**config.mk**
```make
export PLATFORM = sky130hd
export DESIGN_NAME = capture_compare_timer
export DESIGN_NICKNAME = d
export VERILOG_FILES = /design/src/rtl/cct_pkg.sv /design/src/rtl/tick_if.sv /design/src/rtl/capture_compare_timer.sv /design/src/rtl/timer_channel.sv
export SDC_FILE = /design/constraint.sdc
export NUM_CORES = 1
export LEC_CHECK = 0
export BUFFER_PORTS_ARGS = -buffer_cell sky130_fd_sc_hd__buf_2
export CAP_MARGIN = 25
export CORE_ASPECT_RATIO = 1.1
export CORE_UTILIZATION = 25
export DETAILED_ROUTE_END_ITERATION = 8
export SLEW_MARGIN = 20
export SYNTH_ARGS = -nofsm -noshare
export SYNTH_HDL_FRONTEND = slang
export SYNTH_SLANG_ARGS = --single-unit
export TNS_END_PERCENT = 10
```
**constraint.sdc**
```tcl
create_clock -name clk_i -period 4.5 [get_ports clk_i]
set_input_delay 1.125 -clock clk_i [delete_from_list [all_inputs] [get_ports clk_i]]
set_output_delay 1.125 -clock clk_i [all_outputs]
set_load 0.01 [all_outputs]
```
**src/rtl/cct_pkg.sv**
```systemverilog
package cct_pkg;
    localparam int          CNT_W        = 16;
    localparam logic [7:0]  ADR_CTRL     = 8'h00;
    localparam logic [7:0]  ADR_CNT      = 8'h04;
    localparam logic [7:0]  ADR_MOD      = 8'h08;
    localparam logic [7:0]  ADR_STAT     = 8'h0C;
    localparam logic [7:0]  ADR_MASK     = 8'h10;
    localparam logic [7:0]  ADR_CH0_CFG  = 8'h14;
    localparam logic [7:0]  ADR_CH0_VAL  = 8'h18;
    localparam logic [7:0]  ADR_CH1_CFG  = 8'h1C;
    localparam logic [7:0]  ADR_CH1_VAL  = 8'h20;
    // Control register fields
    localparam int          CTRL_PS_LSB  = 0;
    localparam int          CTRL_CLR     = 4;
    localparam int          CTRL_STOP    = 5;
    localparam logic [7:0]  CTRL_RST     = 8'h20;
    localparam logic [2:0]  PS_EXT       = 3'h7;
    // Channel config fields
    localparam int          CFG_MODE_LSB = 0;
    localparam int          CFG_EDGE_LSB = 1;
    localparam int          CFG_ACT_LSB  = 3;
    localparam int          CFG_TOV      = 5;
    localparam int          CFG_BUF      = 6;
    localparam logic [6:0]  CFG_RST      = 7'h00;
    localparam logic [15:0] MOD_RST      = 16'hFFFF;
    // Status bits
    localparam int          ST_OVF       = 0;
    localparam int          ST_CH0       = 1;
    localparam int          ST_CH1       = 2;
    localparam int          ST_W         = 3;
    typedef enum logic [1:0] {
        EDGE_NONE = 2'b00,
        EDGE_RISE = 2'b01,
        EDGE_FALL = 2'b10,
        EDGE_ANY  = 2'b11
    } edge_sel_t;
    typedef enum logic [1:0] {
        ACT_NONE   = 2'b00,
        ACT_TOGGLE = 2'b01,
        ACT_CLEAR  = 2'b10,
        ACT_SET    = 2'b11
    } cmp_act_t;
endpackage : cct_pkg

```
**src/rtl/tick_if.sv**
```systemverilog
`timescale 1ns/100ps
interface tick_if;
    logic        tick;
    logic [15:0] count;
    logic        wrap;
    modport src (output tick, output count, output wrap);
    modport dst (input tick, input count, input wrap);
endinterface : tick_if

```
**src/rtl/capture_compare_timer.sv**
```systemverilog
`timescale 1ns/100ps
// Overview of operation
// - Sixteen-bit up-counter runs free or modulo, the time base for channels.
// - Modulo high and low bytes set the last count of the sequence.
// - Counter reads at any time never disturb counting.
// - Each channel independently chosen as capture or compare.
// - Capture latches counter on rising, falling or either pin edge.
// - Compare match sets, clears or toggles the channel pin.
// - Buffered and unbuffered PWM generated on the channels.
// - Seven bus clock divisions or the external clock pin drive counting.
// - Any channel pin can toggle on every counter overflow.
// - One control bit stops counting, another clears the counter.
module capture_compare_timer
    import cct_pkg::*;
(
    // Clock and reset
    input  wire logic        clk_i,
    input  wire logic        rst_i,
    // Wishbone slave
    input  wire logic        cyc_i,
    input  wire logic        stb_i,
    input  wire logic        we_i,
    input  wire logic [7:0]  adr_i,
    input  wire logic [3:0]  sel_i,
    input  wire logic [31:0] dat_i,
    output logic [31:0]      dat_o,
    output logic             ack_o,
    // Interrupt
    output logic             irq_o,
    // Pins
    input  wire logic        external_timer_clock_pin_i,
    input  wire logic        channel_zero_pin_i,
    input  wire logic        channel_one_pin_i,
    output logic             channel_zero_pin_o,
    output logic             channel_one_pin_o
);
    // ----------------------------------------
    // Functions
    // ----------------------------------------
    function automatic logic [15:0] merge16(input logic [15:0] old_v, input logic [31:0] new_v,
                                            input logic [3:0] sel);
        logic [15:0] r;
        r = old_v;
        if (sel[0]) r[7:0]  = new_v[7:0];
        if (sel[1]) r[15:8] = new_v[15:8];
        return r;
    endfunction : merge16

    // ----------------------------------------
    // Registers
    // ----------------------------------------
    logic [7:0]        ctrl_q;
    logic [15:0]       mod_q;
    logic [ST_W-1:0]   stat_q;
    logic [ST_W-1:0]   mask_q;
    logic [6:0]        cfg0_q;
    logic [6:0]        cfg1_q;
    logic [15:0]       cnt_q;
    logic [6:0]        div_q;
    logic              ack_q;
    logic [31:0]       dat_q;
    logic              irq_q;
    logic [2:0]        sync0_q;
    logic [2:0]        sync1_q;
    logic [2:0]        syncc_q;
    logic              pin0_q;
    logic              pin1_q;
    logic              tick_q;

    // ----------------------------------------
    // Bus decode
    // ----------------------------------------
    wire        req       = cyc_i & stb_i & ~ack_q;
    wire        wr        = req & we_i;
    wire        wr_ctrl   = wr & (adr_i == ADR_CTRL) & sel_i[0];
    wire        wr_mod    = wr & (adr_i == ADR_MOD);
    wire        wr_stat   = wr & (adr_i == ADR_STAT) & sel_i[0];
    wire        wr_mask   = wr & (adr_i == ADR_MASK) & sel_i[0];
    wire        wr_cfg0   = wr & (adr_i == ADR_CH0_CFG) & sel_i[0];
    wire        wr_val0   = wr & (adr_i == ADR_CH0_VAL) & (sel_i[1:0] != 2'b00);
    wire        wr_cfg1   = wr & (adr_i == ADR_CH1_CFG) & sel_i[0];
    wire        wr_val1   = wr & (adr_i == ADR_CH1_VAL) & (sel_i[1:0] != 2'b00);
    wire [15:0] val0;
    wire [15:0] val1;
    wire [15:0] val0_wr   = merge16(val0, dat_i, sel_i);
    wire [15:0] val1_wr   = merge16(val1, dat_i, sel_i);
    wire [15:0] mod_wr    = merge16(mod_q, dat_i, sel_i);
    logic [31:0] rd_data;
    always_comb begin
        unique case (adr_i)
            ADR_CTRL:    rd_data = {24'h000000, ctrl_q};
            ADR_CNT:     rd_data = {16'h0000, cnt_q};
            ADR_MOD:     rd_data = {16'h0000, mod_q};
            ADR_STAT:    rd_data = {29'h00000000, stat_q};
            ADR_MASK:    rd_data = {29'h00000000, mask_q};
            ADR_CH0_CFG: rd_data = {25'h0000000, cfg0_q};
            ADR_CH0_VAL: rd_data = {16'h0000, val0};
            ADR_CH1_CFG: rd_data = {25'h0000000, cfg1_q};
            ADR_CH1_VAL: rd_data = {16'h0000, val1};
            default:     rd_data = 32'h00000000;
        endcase
    end

    // ----------------------------------------
    // Clock source
    // ----------------------------------------
    wire [2:0] ps       = ctrl_q[CTRL_PS_LSB +: 3];
    wire       ext_rise = syncc_q[2] & ~syncc_q[1] ? 1'b0 : (syncc_q[1] & ~syncc_q[2]);
    wire [7:0] div_next = {1'b0, div_q} + 8'h01;
    wire       div_hit  = (ps == 3'h0) | ((div_next[6:0] & ((7'h01 << ps) - 7'h01)) == 7'h00);
    wire       tick_d   = (ps == PS_EXT) ? ext_rise : div_hit;
    wire       running  = ~ctrl_q[CTRL_STOP];
    wire       at_mod   = (cnt_q == mod_q);
    wire       do_tick  = tick_q & running;

    tick_if tb ();
    assign tb.tick  = do_tick;
    assign tb.count = cnt_q;
    assign tb.wrap  = at_mod;

    // ----------------------------------------
    // Channels
    // ----------------------------------------
    wire ev0;
    wire ev1;
    wire out0;
    wire out1;
    timer_channel u_ch0 (
        .clk_i    (clk_i),
        .rst_i    (rst_i),
        .tb       (tb),
        .cfg_i    (cfg0_q),
        .val_wr_i (val0_wr),
        .val_we_i (wr_val0),
        .pin_i    (pin0_q),
        .val_o    (val0),
        .event_o  (ev0),
        .pin_o    (out0)
    );
    timer_channel u_ch1 (
        .clk_i    (clk_i),
        .rst_i    (rst_i),
        .tb       (tb),
        .cfg_i    (cfg1_q),
        .val_wr_i (val1_wr),
        .val_we_i (wr_val1),
        .pin_i    (pin1_q),
        .val_o    (val1),
        .event_o  (ev1),
        .pin_o    (out1)
    );

    wire [ST_W-1:0] ev_set = {ev1, ev0, do_tick & at_mod};
    wire [ST_W-1:0] stat_d = (stat_q & ~(wr_stat ? dat_i[ST_W-1:0] : {ST_W{1'b0}})) | ev_set;

    // ----------------------------------------
    // Sequential logic
    // ----------------------------------------
    always_ff @(posedge clk_i) begin
        if (rst_i) begin
            sync0_q <= 3'h0;
            sync1_q <= 3'h0;
            syncc_q <= 3'h0;
            pin0_q  <= 1'b0;
            pin1_q  <= 1'b0;
        end else begin
            sync0_q <= {sync0_q[1:0], channel_zero_pin_i};
            sync1_q <= {sync1_q[1:0], channel_one_pin_i};
            syncc_q <= {syncc_q[1:0], external_timer_clock_pin_i};
            pin0_q  <= sync0_q[1];
            pin1_q  <= sync1_q[1];
        end
    end

    always_ff @(posedge clk_i) begin
        if (rst_i) begin
            ctrl_q <= CTRL_RST;
            mod_q  <= MOD_RST;
            mask_q <= {ST_W{1'b0}};
            cfg0_q <= CFG_RST;
            cfg1_q <= CFG_RST;
            stat_q <= {ST_W{1'b0}};
        end else begin
            stat_q <= stat_d;
            if (wr_ctrl) ctrl_q <= {dat_i[7:5], 1'b0, dat_i[3:0]};
            if (wr_mod)  mod_q  <= mod_wr;
            if (wr_mask) mask_q <= dat_i[ST_W-1:0];
            if (wr_cfg0) cfg0_q <= dat_i[6:0];
            if (wr_cfg1) cfg1_q <= dat_i[6:0];
        end
    end

    always_ff @(posedge clk_i) begin
        if (rst_i) begin
            div_q  <= 7'h00;
            tick_q <= 1'b0;
            cnt_q  <= 16'h0000;
        end else begin
            div_q  <= div_next[6:0];
            tick_q <= tick_d;
            if (wr_ctrl & dat_i[CTRL_CLR]) begin
                cnt_q <= 16'h0000;
                div_q <= 7'h00;
            end else if (do_tick) begin
                cnt_q <= at_mod ? 16'h0000 : cnt_q + 16'h0001;
            end
        end
    end

    always_ff @(posedge clk_i) begin
        if (rst_i) begin
            ack_q <= 1'b0;
            dat_q <= 32'h00000000;
            irq_q <= 1'b0;
            channel_zero_pin_o <= 1'b0;
            channel_one_pin_o  <= 1'b0;
        end else begin
            ack_q <= req;
            dat_q <= rd_data;
            irq_q <= |(stat_d & mask_q);
            channel_zero_pin_o <= out0;
            channel_one_pin_o  <= out1;
        end
    end
    assign ack_o = ack_q;
    assign dat_o = dat_q;
    assign irq_o = irq_q;

    // ----------------------------------------
    // Checks
    // ----------------------------------------
    a_wrap_zero: assert property (@(posedge clk_i) disable iff (rst_i)
        do_tick && at_mod && !(wr_ctrl && dat_i[CTRL_CLR]) |=> cnt_q == 16'h0000)
        else $error("counter did not wrap");
    a_count_up: assert property (@(posedge clk_i) disable iff (rst_i)
        do_tick && !at_mod && !wr_ctrl |=> cnt_q == $past(cnt_q) + 16'h0001)
        else $error("counter did not increment");
    a_stop_holds: assert property (@(posedge clk_i) disable iff (rst_i)
        ctrl_q[CTRL_STOP] && !wr_ctrl |=> $stable(cnt_q))
        else $error("stopped counter moved");
    a_clear_cnt: assert property (@(posedge clk_i) disable iff (rst_i)
        wr_ctrl && dat_i[CTRL_CLR] |=> cnt_q == 16'h0000)
        else $error("clear failed");
    a_clear_div: assert property (@(posedge clk_i) disable iff (rst_i)
        wr_ctrl && dat_i[CTRL_CLR] |=> div_q == 7'h00)
        else $error("prescaler not cleared");
    a_stop_gate: assert property (@(posedge clk_i) disable iff (rst_i)
        ctrl_q[CTRL_STOP] |-> !do_tick)
        else $error("tick while stopped");
    a_ctrl_stop: assert property (@(posedge clk_i) disable iff (rst_i)
        wr_ctrl |=> ctrl_q[CTRL_STOP] == $past(dat_i[CTRL_STOP]))
        else $error("stop bit write lost");
    a_clr_reads0: assert property (@(posedge clk_i) disable iff (rst_i)
        !ctrl_q[CTRL_CLR])
        else $error("clear bit stored");
    a_div_one: assert property (@(posedge clk_i) disable iff (rst_i)
        ps == 3'h0 |=> tick_q)
        else $error("divide by one missed tick");
    a_div_gate: assert property (@(posedge clk_i) disable iff (rst_i)
        ps != 3'h0 && ps != PS_EXT && div_next[0] |=> !tick_q)
        else $error("prescaler tick on odd count");
    a_ext_tick: assert property (@(posedge clk_i) disable iff (rst_i)
        ps == PS_EXT && !ext_rise |=> !tick_q)
        else $error("external tick without edge");

    // ----------------------------------------
    // Bus checks
    // ----------------------------------------
    a_read_safe: assert property (@(posedge clk_i) disable iff (rst_i)
        req && !we_i && !tick_q |=> $stable(cnt_q))
        else $error("read disturbed counter");
    a_cnt_read: assert property (@(posedge clk_i) disable iff (rst_i)
        req && !we_i && adr_i == ADR_CNT |=> dat_o == {16'h0000, $past(cnt_q)})
        else $error("count read wrong");
    a_bus_ack: assert property (@(posedge clk_i) disable iff (rst_i)
        req |=> ack_o ##1 !ack_o)
        else $error("ack not one cycle");
    a_ack_idle: assert property (@(posedge clk_i) disable iff (rst_i)
        !req |=> !ack_o)
        else $error("ack without request");
    a_mod_write: assert property (@(posedge clk_i) disable iff (rst_i)
        wr_mod && sel_i[1:0] == 2'b11 |=> mod_q == $past(dat_i[15:0]))
        else $error("modulo write lost");
    a_mod_hold: assert property (@(posedge clk_i) disable iff (rst_i)
        !wr_mod |=> $stable(mod_q))
        else $error("modulo changed unasked");
    a_cfg0_write: assert property (@(posedge clk_i) disable iff (rst_i)
        wr_cfg0 |=> cfg0_q == $past(dat_i[6:0]))
        else $error("channel zero config lost");
    a_cfg1_write: assert property (@(posedge clk_i) disable iff (rst_i)
        wr_cfg1 |=> cfg1_q == $past(dat_i[6:0]))
        else $error("channel one config lost");

    // ----------------------------------------
    // Flag checks
    // ----------------------------------------
    a_ovf_flag: assert property (@(posedge clk_i) disable iff (rst_i)
        do_tick && at_mod |=> stat_q[ST_OVF])
        else $error("overflow flag missing");
    a_stat_clear: assert property (@(posedge clk_i) disable iff (rst_i)
        wr_stat && dat_i[ST_OVF] && !(do_tick && at_mod) |=> !stat_q[ST_OVF])
        else $error("overflow flag not cleared");
    a_ch0_flag: assert property (@(posedge clk_i) disable iff (rst_i)
        ev0 |=> stat_q[ST_CH0])
        else $error("channel zero flag missing");
    a_ch1_flag: assert property (@(posedge clk_i) disable iff (rst_i)
        ev1 |=> stat_q[ST_CH1])
        else $error("channel one flag missing");
    a_irq_level: assert property (@(posedge clk_i) disable iff (rst_i)
        !wr_mask |=> irq_o == |(stat_q & mask_q))
        else $error("interrupt level wrong");

    // ----------------------------------------
    // Pin and channel value checks
    // ----------------------------------------
    a_pin0_out: assert property (@(posedge clk_i) disable iff (rst_i)
        1'b1 |=> channel_zero_pin_o == $past(out0))
        else $error("channel zero pin not registered");
    a_pin1_out: assert property (@(posedge clk_i) disable iff (rst_i)
        1'b1 |=> channel_one_pin_o == $past(out1))
        else $error("channel one pin not registered");
    a_val0_write: assert property (@(posedge clk_i) disable iff (rst_i)
        wr_val0 && !cfg0_q[CFG_BUF] && !cfg0_q[CFG_MODE_LSB] |=> val0 == $past(val0_wr))
        else $error("unbuffered value not applied");
    a_buf_hold: assert property (@(posedge clk_i) disable iff (rst_i)
        wr_val0 && cfg0_q[CFG_BUF] && !cfg0_q[CFG_MODE_LSB] && !do_tick |=> $stable(val0))
        else $error("buffered value applied early");
    c_wrap: cover property (@(posedge clk_i) do_tick && at_mod);
    c_cap0: cover property (@(posedge clk_i) ev0 && cfg0_q[CFG_MODE_LSB]);
    c_cmp1: cover property (@(posedge clk_i) ev1 && !cfg1_q[CFG_MODE_LSB]);
    c_irq:  cover property (@(posedge clk_i) irq_o);
    c_ext:  cover property (@(posedge clk_i) ps == PS_EXT && tick_q);
endmodule : capture_compare_timer

```
**src/rtl/timer_channel.sv**
```systemverilog
`timescale 1ns/100ps
module timer_channel
    import cct_pkg::*;
(
    // Clock and reset
    input  wire logic        clk_i,
    input  wire logic        rst_i,
    // Time base
    tick_if.dst              tb,
    // Configuration
    input  wire logic [6:0]  cfg_i,
    input  wire logic [15:0] val_wr_i,
    input  wire logic        val_we_i,
    // Synchronised pin level
    input  wire logic        pin_i,
    // Results
    output logic [15:0]      val_o,
    output logic             event_o,
    output logic             pin_o
);
    logic        pin_q;
    logic [15:0] val_q;
    logic [15:0] pend_q;
    logic        out_q;
    logic        ev_q;
    wire         is_capture = cfg_i[CFG_MODE_LSB];
    wire edge_sel_t edge_s  = edge_sel_t'(cfg_i[CFG_EDGE_LSB +: 2]);
    wire cmp_act_t  act_s   = cmp_act_t'(cfg_i[CFG_ACT_LSB +: 2]);
    wire         rise       = pin_i & ~pin_q;
    wire         fall       = ~pin_i & pin_q;
    wire         trig       = (edge_s[0] & rise) | (edge_s[1] & fall);
    wire         match      = tb.tick & (tb.count == val_q) & ~is_capture;
    wire         ovf_tog    = tb.tick & tb.wrap & cfg_i[CFG_TOV];
    logic        out_d;
    always_comb begin
        out_d = out_q;
        if (match) begin
            unique case (act_s)
                ACT_NONE:   out_d = out_q;
                ACT_TOGGLE: out_d = ~out_q;
                ACT_CLEAR:  out_d = 1'b0;
                ACT_SET:    out_d = 1'b1;
            endcase
        end
        if (ovf_tog) begin
            out_d = ~out_d;
        end
    end
    always_ff @(posedge clk_i) begin
        if (rst_i) begin
            pin_q  <= 1'b0;
            val_q  <= 16'h0000;
            pend_q <= 16'h0000;
            out_q  <= 1'b0;
            ev_q   <= 1'b0;
        end else begin
            pin_q <= pin_i;
            out_q <= out_d;
            ev_q  <= (is_capture & trig) | match;
            if (is_capture & trig) begin
                val_q <= tb.count;
            end else if (val_we_i & ~cfg_i[CFG_BUF]) begin
                val_q <= val_wr_i;
            end else if (cfg_i[CFG_BUF] & tb.tick & tb.wrap) begin
                val_q <= pend_q;
            end
            if (val_we_i) begin
                pend_q <= val_wr_i;
            end
        end
    end
    assign val_o   = val_q;
    assign event_o = ev_q;
    assign pin_o   = out_q;
endmodule : timer_channel

```
==> flow_summary.json, run 1 <==
{
  "outcome": "finished clean",
  "gp_congestion": 0.917,
  "netlist_top_cells_area": "dfxtp_1, a21oi_1, xor2_1, nor2_1, nand2_1",
  "drtIter0Drc": 915,
  "antenna_found_initial": 0,
  "syn_area_per_cell_um2": 8.13,
  "fin_nets": 1127,
  "grt-ovfl-total": 0,
  "via_per_inst": 5.18,
  "coreArea_um2": 33500,
  "hpwl_um": 18700,
  "slew_headroom_pct": 44.2,
  "end_kind": "register",
  "layout_commonest_cell": "dfxtp_1",
  "path_buf_inv": 1,
  "wl_per_cell_um": 18.0,
  "tns_ps": 0,
  "p_leak_uw": 0.00357,
  "yosys_warnings": 0,
  "critPathSlowestCell": "dfxtp_1",
  "period_share_pct": 72.3,
  "portBuffers": 53,
  "netlist_area_um2": 8600,
  "hp-class": "register to register",
  "seq_power_share_pct": 45.3,
  "start_kind": "register",
  "rsz0062_at_grt": "no",
  "dp.cells": 1485,
  "p_sw_share_pct": 23.0,
  "p_int_uw": 2520,
  "pwr-share-clk_pct": 50.8,
  "final_cell_mix": "dfxtp_1, nor2_1, a21oi_1, nand2_1",
  "synth_top_area_cell": "dfxtp_1",
  "final_cell_area_um2": 9820,
  "reg2regPathDepth": 7,
  "min_delay_path_depth": 1,
  "yosys_most_used_dff": "dfxtp_1",
  "max_freq_mhz": 307,
  "drc": 0,
  "post-route-min-period_ps": 3250,
  "rr_endpoint": "u_ch1.val_o[15]",
  "ys_seq_area_share_pct": 38.6,
  "critical_path.max_fanout": 11,
  "vias": 7858,
  "cts-buffers-inserted": 17,
  "start_util_pct": 25.6,
  "clkSinkCount": 166,
  "finalSetupViolations": 0,
  "post_cts_resize_count": 0,
  "critical_path_arrival_ps": 3630,
  "wirelength_um": 27400,
  "stdcell_count": 1518,
  "path_class": "register to register",
  "clk_transition_reported_paths_ps": 70,
  "skew_ps": 11.2,
  "syn_inst": 1058,
  "cts_setup_buffers": 0,
  "hold_buffers": 0,
  "area_growth_pct": 14.2,
  "min_to": "syncc_q[1]",
  "die_height_um": 197,
  "cpLargestDelayFamily": "simple AND/OR/NAND/NOR gates",
  "maxCapViolations": 0,
  "h-tree-depth": 4,
  "utilization_pct": 29.3,
  "p_switching_uw": 751,
  "slew_violations": 0,
  "grt_pass1_wl_um": 42400,
  "rrSetupSlack_ps": 1250,
  "num_rows": 70,
  "min_from": "syncc_q[0]",
  "die_w_um": 179,
  "worst_slew_pin_slew_ps": 837,
  "grt_pass1_vias": 7305,
  "n_fill_cell": 3545,
  "worstPathRequired_ps": 4870,
  "finalHoldViolations": 0,
  "grt_max_degree": 61,
  "pwr-share-comb_pct": 3.9,
  "p_per_area_nw_per_um2": 333,
  "async_flop_share_pct": 0,
  "ios": 88,
  "insertion_delay_ps": 440,
  "cts_tree": "yes",
  "cts_root_buf": "clkbuf_16",
  "yosys.cell_types.count": 66,
  "synth_edf_count": 0,
  "synth.top_cell.area_share_pct": 38.6,
  "grtUsageTotal_pct": 15.7,
  "dr.pass1.iters": 7,
  "die_area_um2": 35200,
  "cts_buffer_depth": 2,
  "critPathMaxStageDelay_ps": 630,
  "vdd_ir_drop_max_mv": 0.216,
  "r2r-start": "cnt_q[11]",
  "ys_ff_latch": 166,
  "layout-drive-gt1-share_pct": 12.0,
  "final_antenna_net_count": 0,
  "post_dp_cell_area_um2": 9160,
  "cp_cell_sequence": "xor2_1 > nor4_1 > and4_1 > nand3_1 > buf_4 > a311oi_1 > o21a_1",
  "hold_ws_ps": 436
}
[power groups by stage]
| stage | Combinational [uW] | Sequential, uW | Clock, uW |
|---|---|---|---|
| after floorplan | 81.6 | 1510 | 0 |
| after global placement | 126 | 1510 | 0 |
| after detailed placement | 127 | 1510 | 0 |
| after CTS | 127 | 1480 | 1680 |
| after global routing | 139 | 1480 | 1750 |
| final | 129 | 1480 | 1660 |
[flip-flops by register name (all words and copies together) (netlist names), 2 cells and up]
register / flops
cnt_q: 16
dat_o: 16
mod_q: 16
u_ch0.pend_q: 16
u_ch0.val_o: 16
u_ch1.pend_q: 16
u_ch1.val_o: 16
cfg0_q: 7
cfg1_q: 7
ctrl_q: 7
div_q: 7
mask_q: 3
stat_q: 3
syncc_q: 3
sync0_q: 2
sync1_q: 2
[routing by layer]
layer | wire length (um) | part of all wire, % | track usage (%) | vias to the layer above
met4 | 608 | 2.2 | 4.90 | 0
met3 | 2420 | 8.8 | 3.82 | 44
met1 | 12700 | 46 | 22.4 | 3726
met2 | 11600 | 42 | 23.2 | 367
met5 | 0 | 0 | 0 | -
li1 | - | - | - | 3721
[worst max-delay path by stage]
stage                      end  slack (ps)       from  depth (start not counted)
4_1_cts        u_ch1.val_o[15]        1370  cnt_q[11]                          7
3_5_place_dp    u_ch1.val_o[2]         970   adr_i[4]                          7
3_3_place_gp    u_ch1.val_o[0]         990   adr_i[4]                          7
2_1_floorplan  u_ch1.val_o[15]        1580   adr_i[2]                         10
5_1_grt         u_ch1.val_o[1]        1200   adr_i[4]                          7
6_report       u_ch1.val_o[15]        1250  cnt_q[11]                          7
[worst register-to-register path, cell delays in order (launching register included)]
cell and delay [ps]:
dfxtp_1 630, xor2_1 180, nor4_1 620, and4_1 350, nand3_1 570, buf_4 420
a311oi_1 290, o21a_1 160
[cell usage after synthesis (4+ instances only)]
| library cell | count |
|---|---|
| and2_1 | 6 |
| or3_1 | 5 |
| nand2_1 | 91 |
| nand3b_1 | 9 |
| or4_1 | 4 |
| a221oi_1 | 4 |
| a211o_1 | 8 |
| a31oi_1 | 8 |
| a211oi_1 | 25 |
| buf_2 | 12 |
| a21oi_1 | 97 |
| o21ai_0 | 24 |
| nor4_1 | 8 |
| buf_4 | 18 |
| a222oi_1 | 5 |
| inv_1 | 42 |
| clkbuf_1 | 59 |
| a211oi_2 | 9 |
| and3_1 | 10 |
| buf_6 | 6 |
| dfxtp_1 | 166 |
| and3b_1 | 5 |
| nand3_1 | 45 |
| nor2b_1 | 13 |
| o21a_1 | 5 |
| xnor2_1 | 17 |
| mux2i_1 | 34 |
| o21ai_1 | 4 |
| a311oi_1 | 16 |
| a22oi_1 | 29 |
| xor2_1 | 52 |
| nand4_1 | 7 |
| nand2b_1 | 18 |
| nor3_1 | 38 |
| nor2_1 | 114 |
[metrics by stage]
step | setup WS [ps] | total power (uW)
floorplan | 1580 | 1590
global placement | 986 | 1640
detailed placement | 967 | 1640
CTS | 1370 | 3290
global route | 1200 | 3370
finish | 1250 | 3270
[final cells by class]
type                            count  area (um2)  share of cell area [%]
Sequential cell                   166        3320                    33.8
Tap cell                          432         541                    5.50
Antenna cell                        1        2.50                  0.0255
Timing Repair Buffer               77         448                    4.56
Clock inverter                     13         216                    2.20
Clock buffer                       19         443                    4.51
Inverter                           43         161                    1.64
Multi-Input combinational cell    767        4680                    47.7
[cells by family after synthesis]
| family | share of synthesized area (%) |
|---|---|
| AOI/OAI and AO/OA | 19.6 |
| xor gates and xnor gates | 7.03 |
| adders and majority gates | 0.436 |
| buffers and inverters | 7.78 |
| DFF | 38.6 |
| muxes | 3.96 |
| other | 0.0436 |
| and+or+nand+nor | 22.5 |
Note: power is estimated with default switching activity, not from simulation.
==> inputs of run 2 (changes only) <==
==> constraint.sdc (replaced) <==
create_clock -name clk_i -period 3.1 [get_ports clk_i]
set_input_delay 0.775 -clock clk_i [delete_from_list [all_inputs] [get_ports clk_i]]
set_output_delay 0.775 -clock clk_i [all_outputs]
set_load 0.01 [all_outputs]
==> flow_summary.json, run 2 (synthesis gave the netlist of run 1 again) <==
{
  "critPathMaxStageDelay_ps": 580,
  "cts_buffer_depth": 2,
  "h-tree-depth": 4,
  "post-route-min-period_ps": 2550,
  "critPathSlowestCell": "dfxtp_1",
  "insertion_delay_ps": 450,
  "tns_ps": 0,
  "post_cts_resize_count": 0,
  "grtUsageTotal_pct": 15.4,
  "grt_pass1_vias": 7148,
  "end_kind": "register",
  "place_ws_ps": 293,
  "startpoint": "cnt_q[3]",
  "cts_setup_buffers": 0,
  "start_kind": "register",
  "antenna_cells": 0,
  "die_w_um": 179,
  "setup_ws_ps": 552,
  "final_cell_mix": "dfxtp_1, nor2_1, a21oi_1, nand2_1",
  "start_util_pct": 25.6,
  "cpLargestDelayFamily": "simple AND/OR/NAND/NOR gates",
  "n_fill_cell": 3532,
  "num_rows": 70,
  "fin_nets": 1148,
  "outcome": "finished clean",
  "worstPathRequired_ps": 3440,
  "path_class": "register to register",
  "hpwl_um": 19100,
  "drtIter0Drc": 831,
  "finalSetupViolations": 0,
  "clkSinkCount": 166,
  "hp-class": "register to register",
  "r2r-start": "cnt_q[3]",
  "area_growth_pct": 15.5,
  "slew_headroom_pct": 52.7,
  "antenna_found_initial": 0,
  "final_antenna_net_count": 0,
  "worst_slew_pin_slew_ps": 709,
  "multi_input_area_um2": 4680,
  "ff_latch_area_um2": 3320,
  "cts_tree": "yes",
  "layout_commonest_cell": "dfxtp_1",
  "die_area_um2": 35200,
  "cts-buffers-inserted": 17,
  "die_height_um": 197,
  "min_from": "sync0_q[0]",
  "wirelength_um": 26800,
  "ios": 88,
  "max_freq_mhz": 392,
  "finalHoldViolations": 0,
  "coreArea_um2": 33500,
  "period_share_pct": 82.2,
  "cts_root_buf": "clkbuf_16",
  "cp_cell_sequence": "xor2_1 > nor4_1 > nand3_1 > or3_1 > and3_1 > o21ba_2",
  "slew_violations": 0,
  "gp_congestion": 0.926,
  "grt_pass1_wl_um": 41500,
  "layout-drive-gt1-share_pct": 13.7,
  "portBuffers": 53,
  "skew_ps": 11.7,
  "dr.pass1.iters": 5,
  "drc": 0,
  "critical_path_arrival_ps": 2890,
  "vdd_ir_drop_max_mv": 0.340,
  "vias": 7907,
  "path_buf_inv": 0,
  "via_per_inst": 5.14,
  "critical_path.max_fanout": 7,
  "wl_per_cell_um": 17.4,
  "grt_max_degree": 67,
  "clk_transition_reported_paths_ps": 70,
  "maxCapViolations": 0,
  "p_per_area_nw_per_um2": 452,
  "p_leak_uw": 0.00365,
  "hold_buffers": 0,
  "rsz0062_at_grt": "no",
  "grt-ovfl-total": 0
}
[run 2: cell count changes in the layout (fill, tap and decap cells not counted), sizes merged]
cell | before | now
buf | 77 | 98
bufinv | 5 | 1
clkbuf | 19 | 21
clkinv | 1 | 2
clkinvlp | 3 | 4
diode | 1 | 0
[run 2: where the power goes]
part           switching (uW)  internal [uW]
logic                     137           56.9
clock network             960           1190
registers                6.46           2140
total                    1100           3380
[run 2: path summary, 6_finish.rpt]
check,slack [ps],to,depth (start not counted)
min,440,sync0_q[1],1
min reg2reg,440,sync0_q[1],1
max,550,u_ch1.pin_o,6
max reg2reg,550,u_ch1.pin_o,6
[run 2: metrics by stage]
stage | instances | cell area [um2] | util [%] | total power [uW] | hold WS [ps]
after floorplan | 1073 | 8660 | - | 2310 | 414
after global placement | 1506 | 9350 | 27.9 | 2390 | 419
after detailed placement | 1506 | 9350 | 27.9 | 2390 | 424
after CTS | 1538 | 9940 | 29.6 | 4510 | 441
after global routing | 1538 | 9940 | 29.6 | 4620 | 468
final | 1538 | 9940 | 29.6 | 4490 | 439
[run 2: cell type report]
class	instances	area share, %
multi-input cells	767	47.1
clock inverters	11	1.16
flip-flops and latches	166	33.4
repair buffers	98	6.47
well taps	432	5.44
inverters	43	1.62
clock buffers	21	4.73
[run 2: layer usage]
metal  GRT usage [%]  routed length [um]  vias up  share of wire (%)
met5               0                   0        -                  0
met4            5.34                 642        0                2.4
met3            3.41                2000       48                7.4
met2            22.2               11600      343                 43
met1            22.2               12500     3759                 47
li1                -                   -     3757                  -
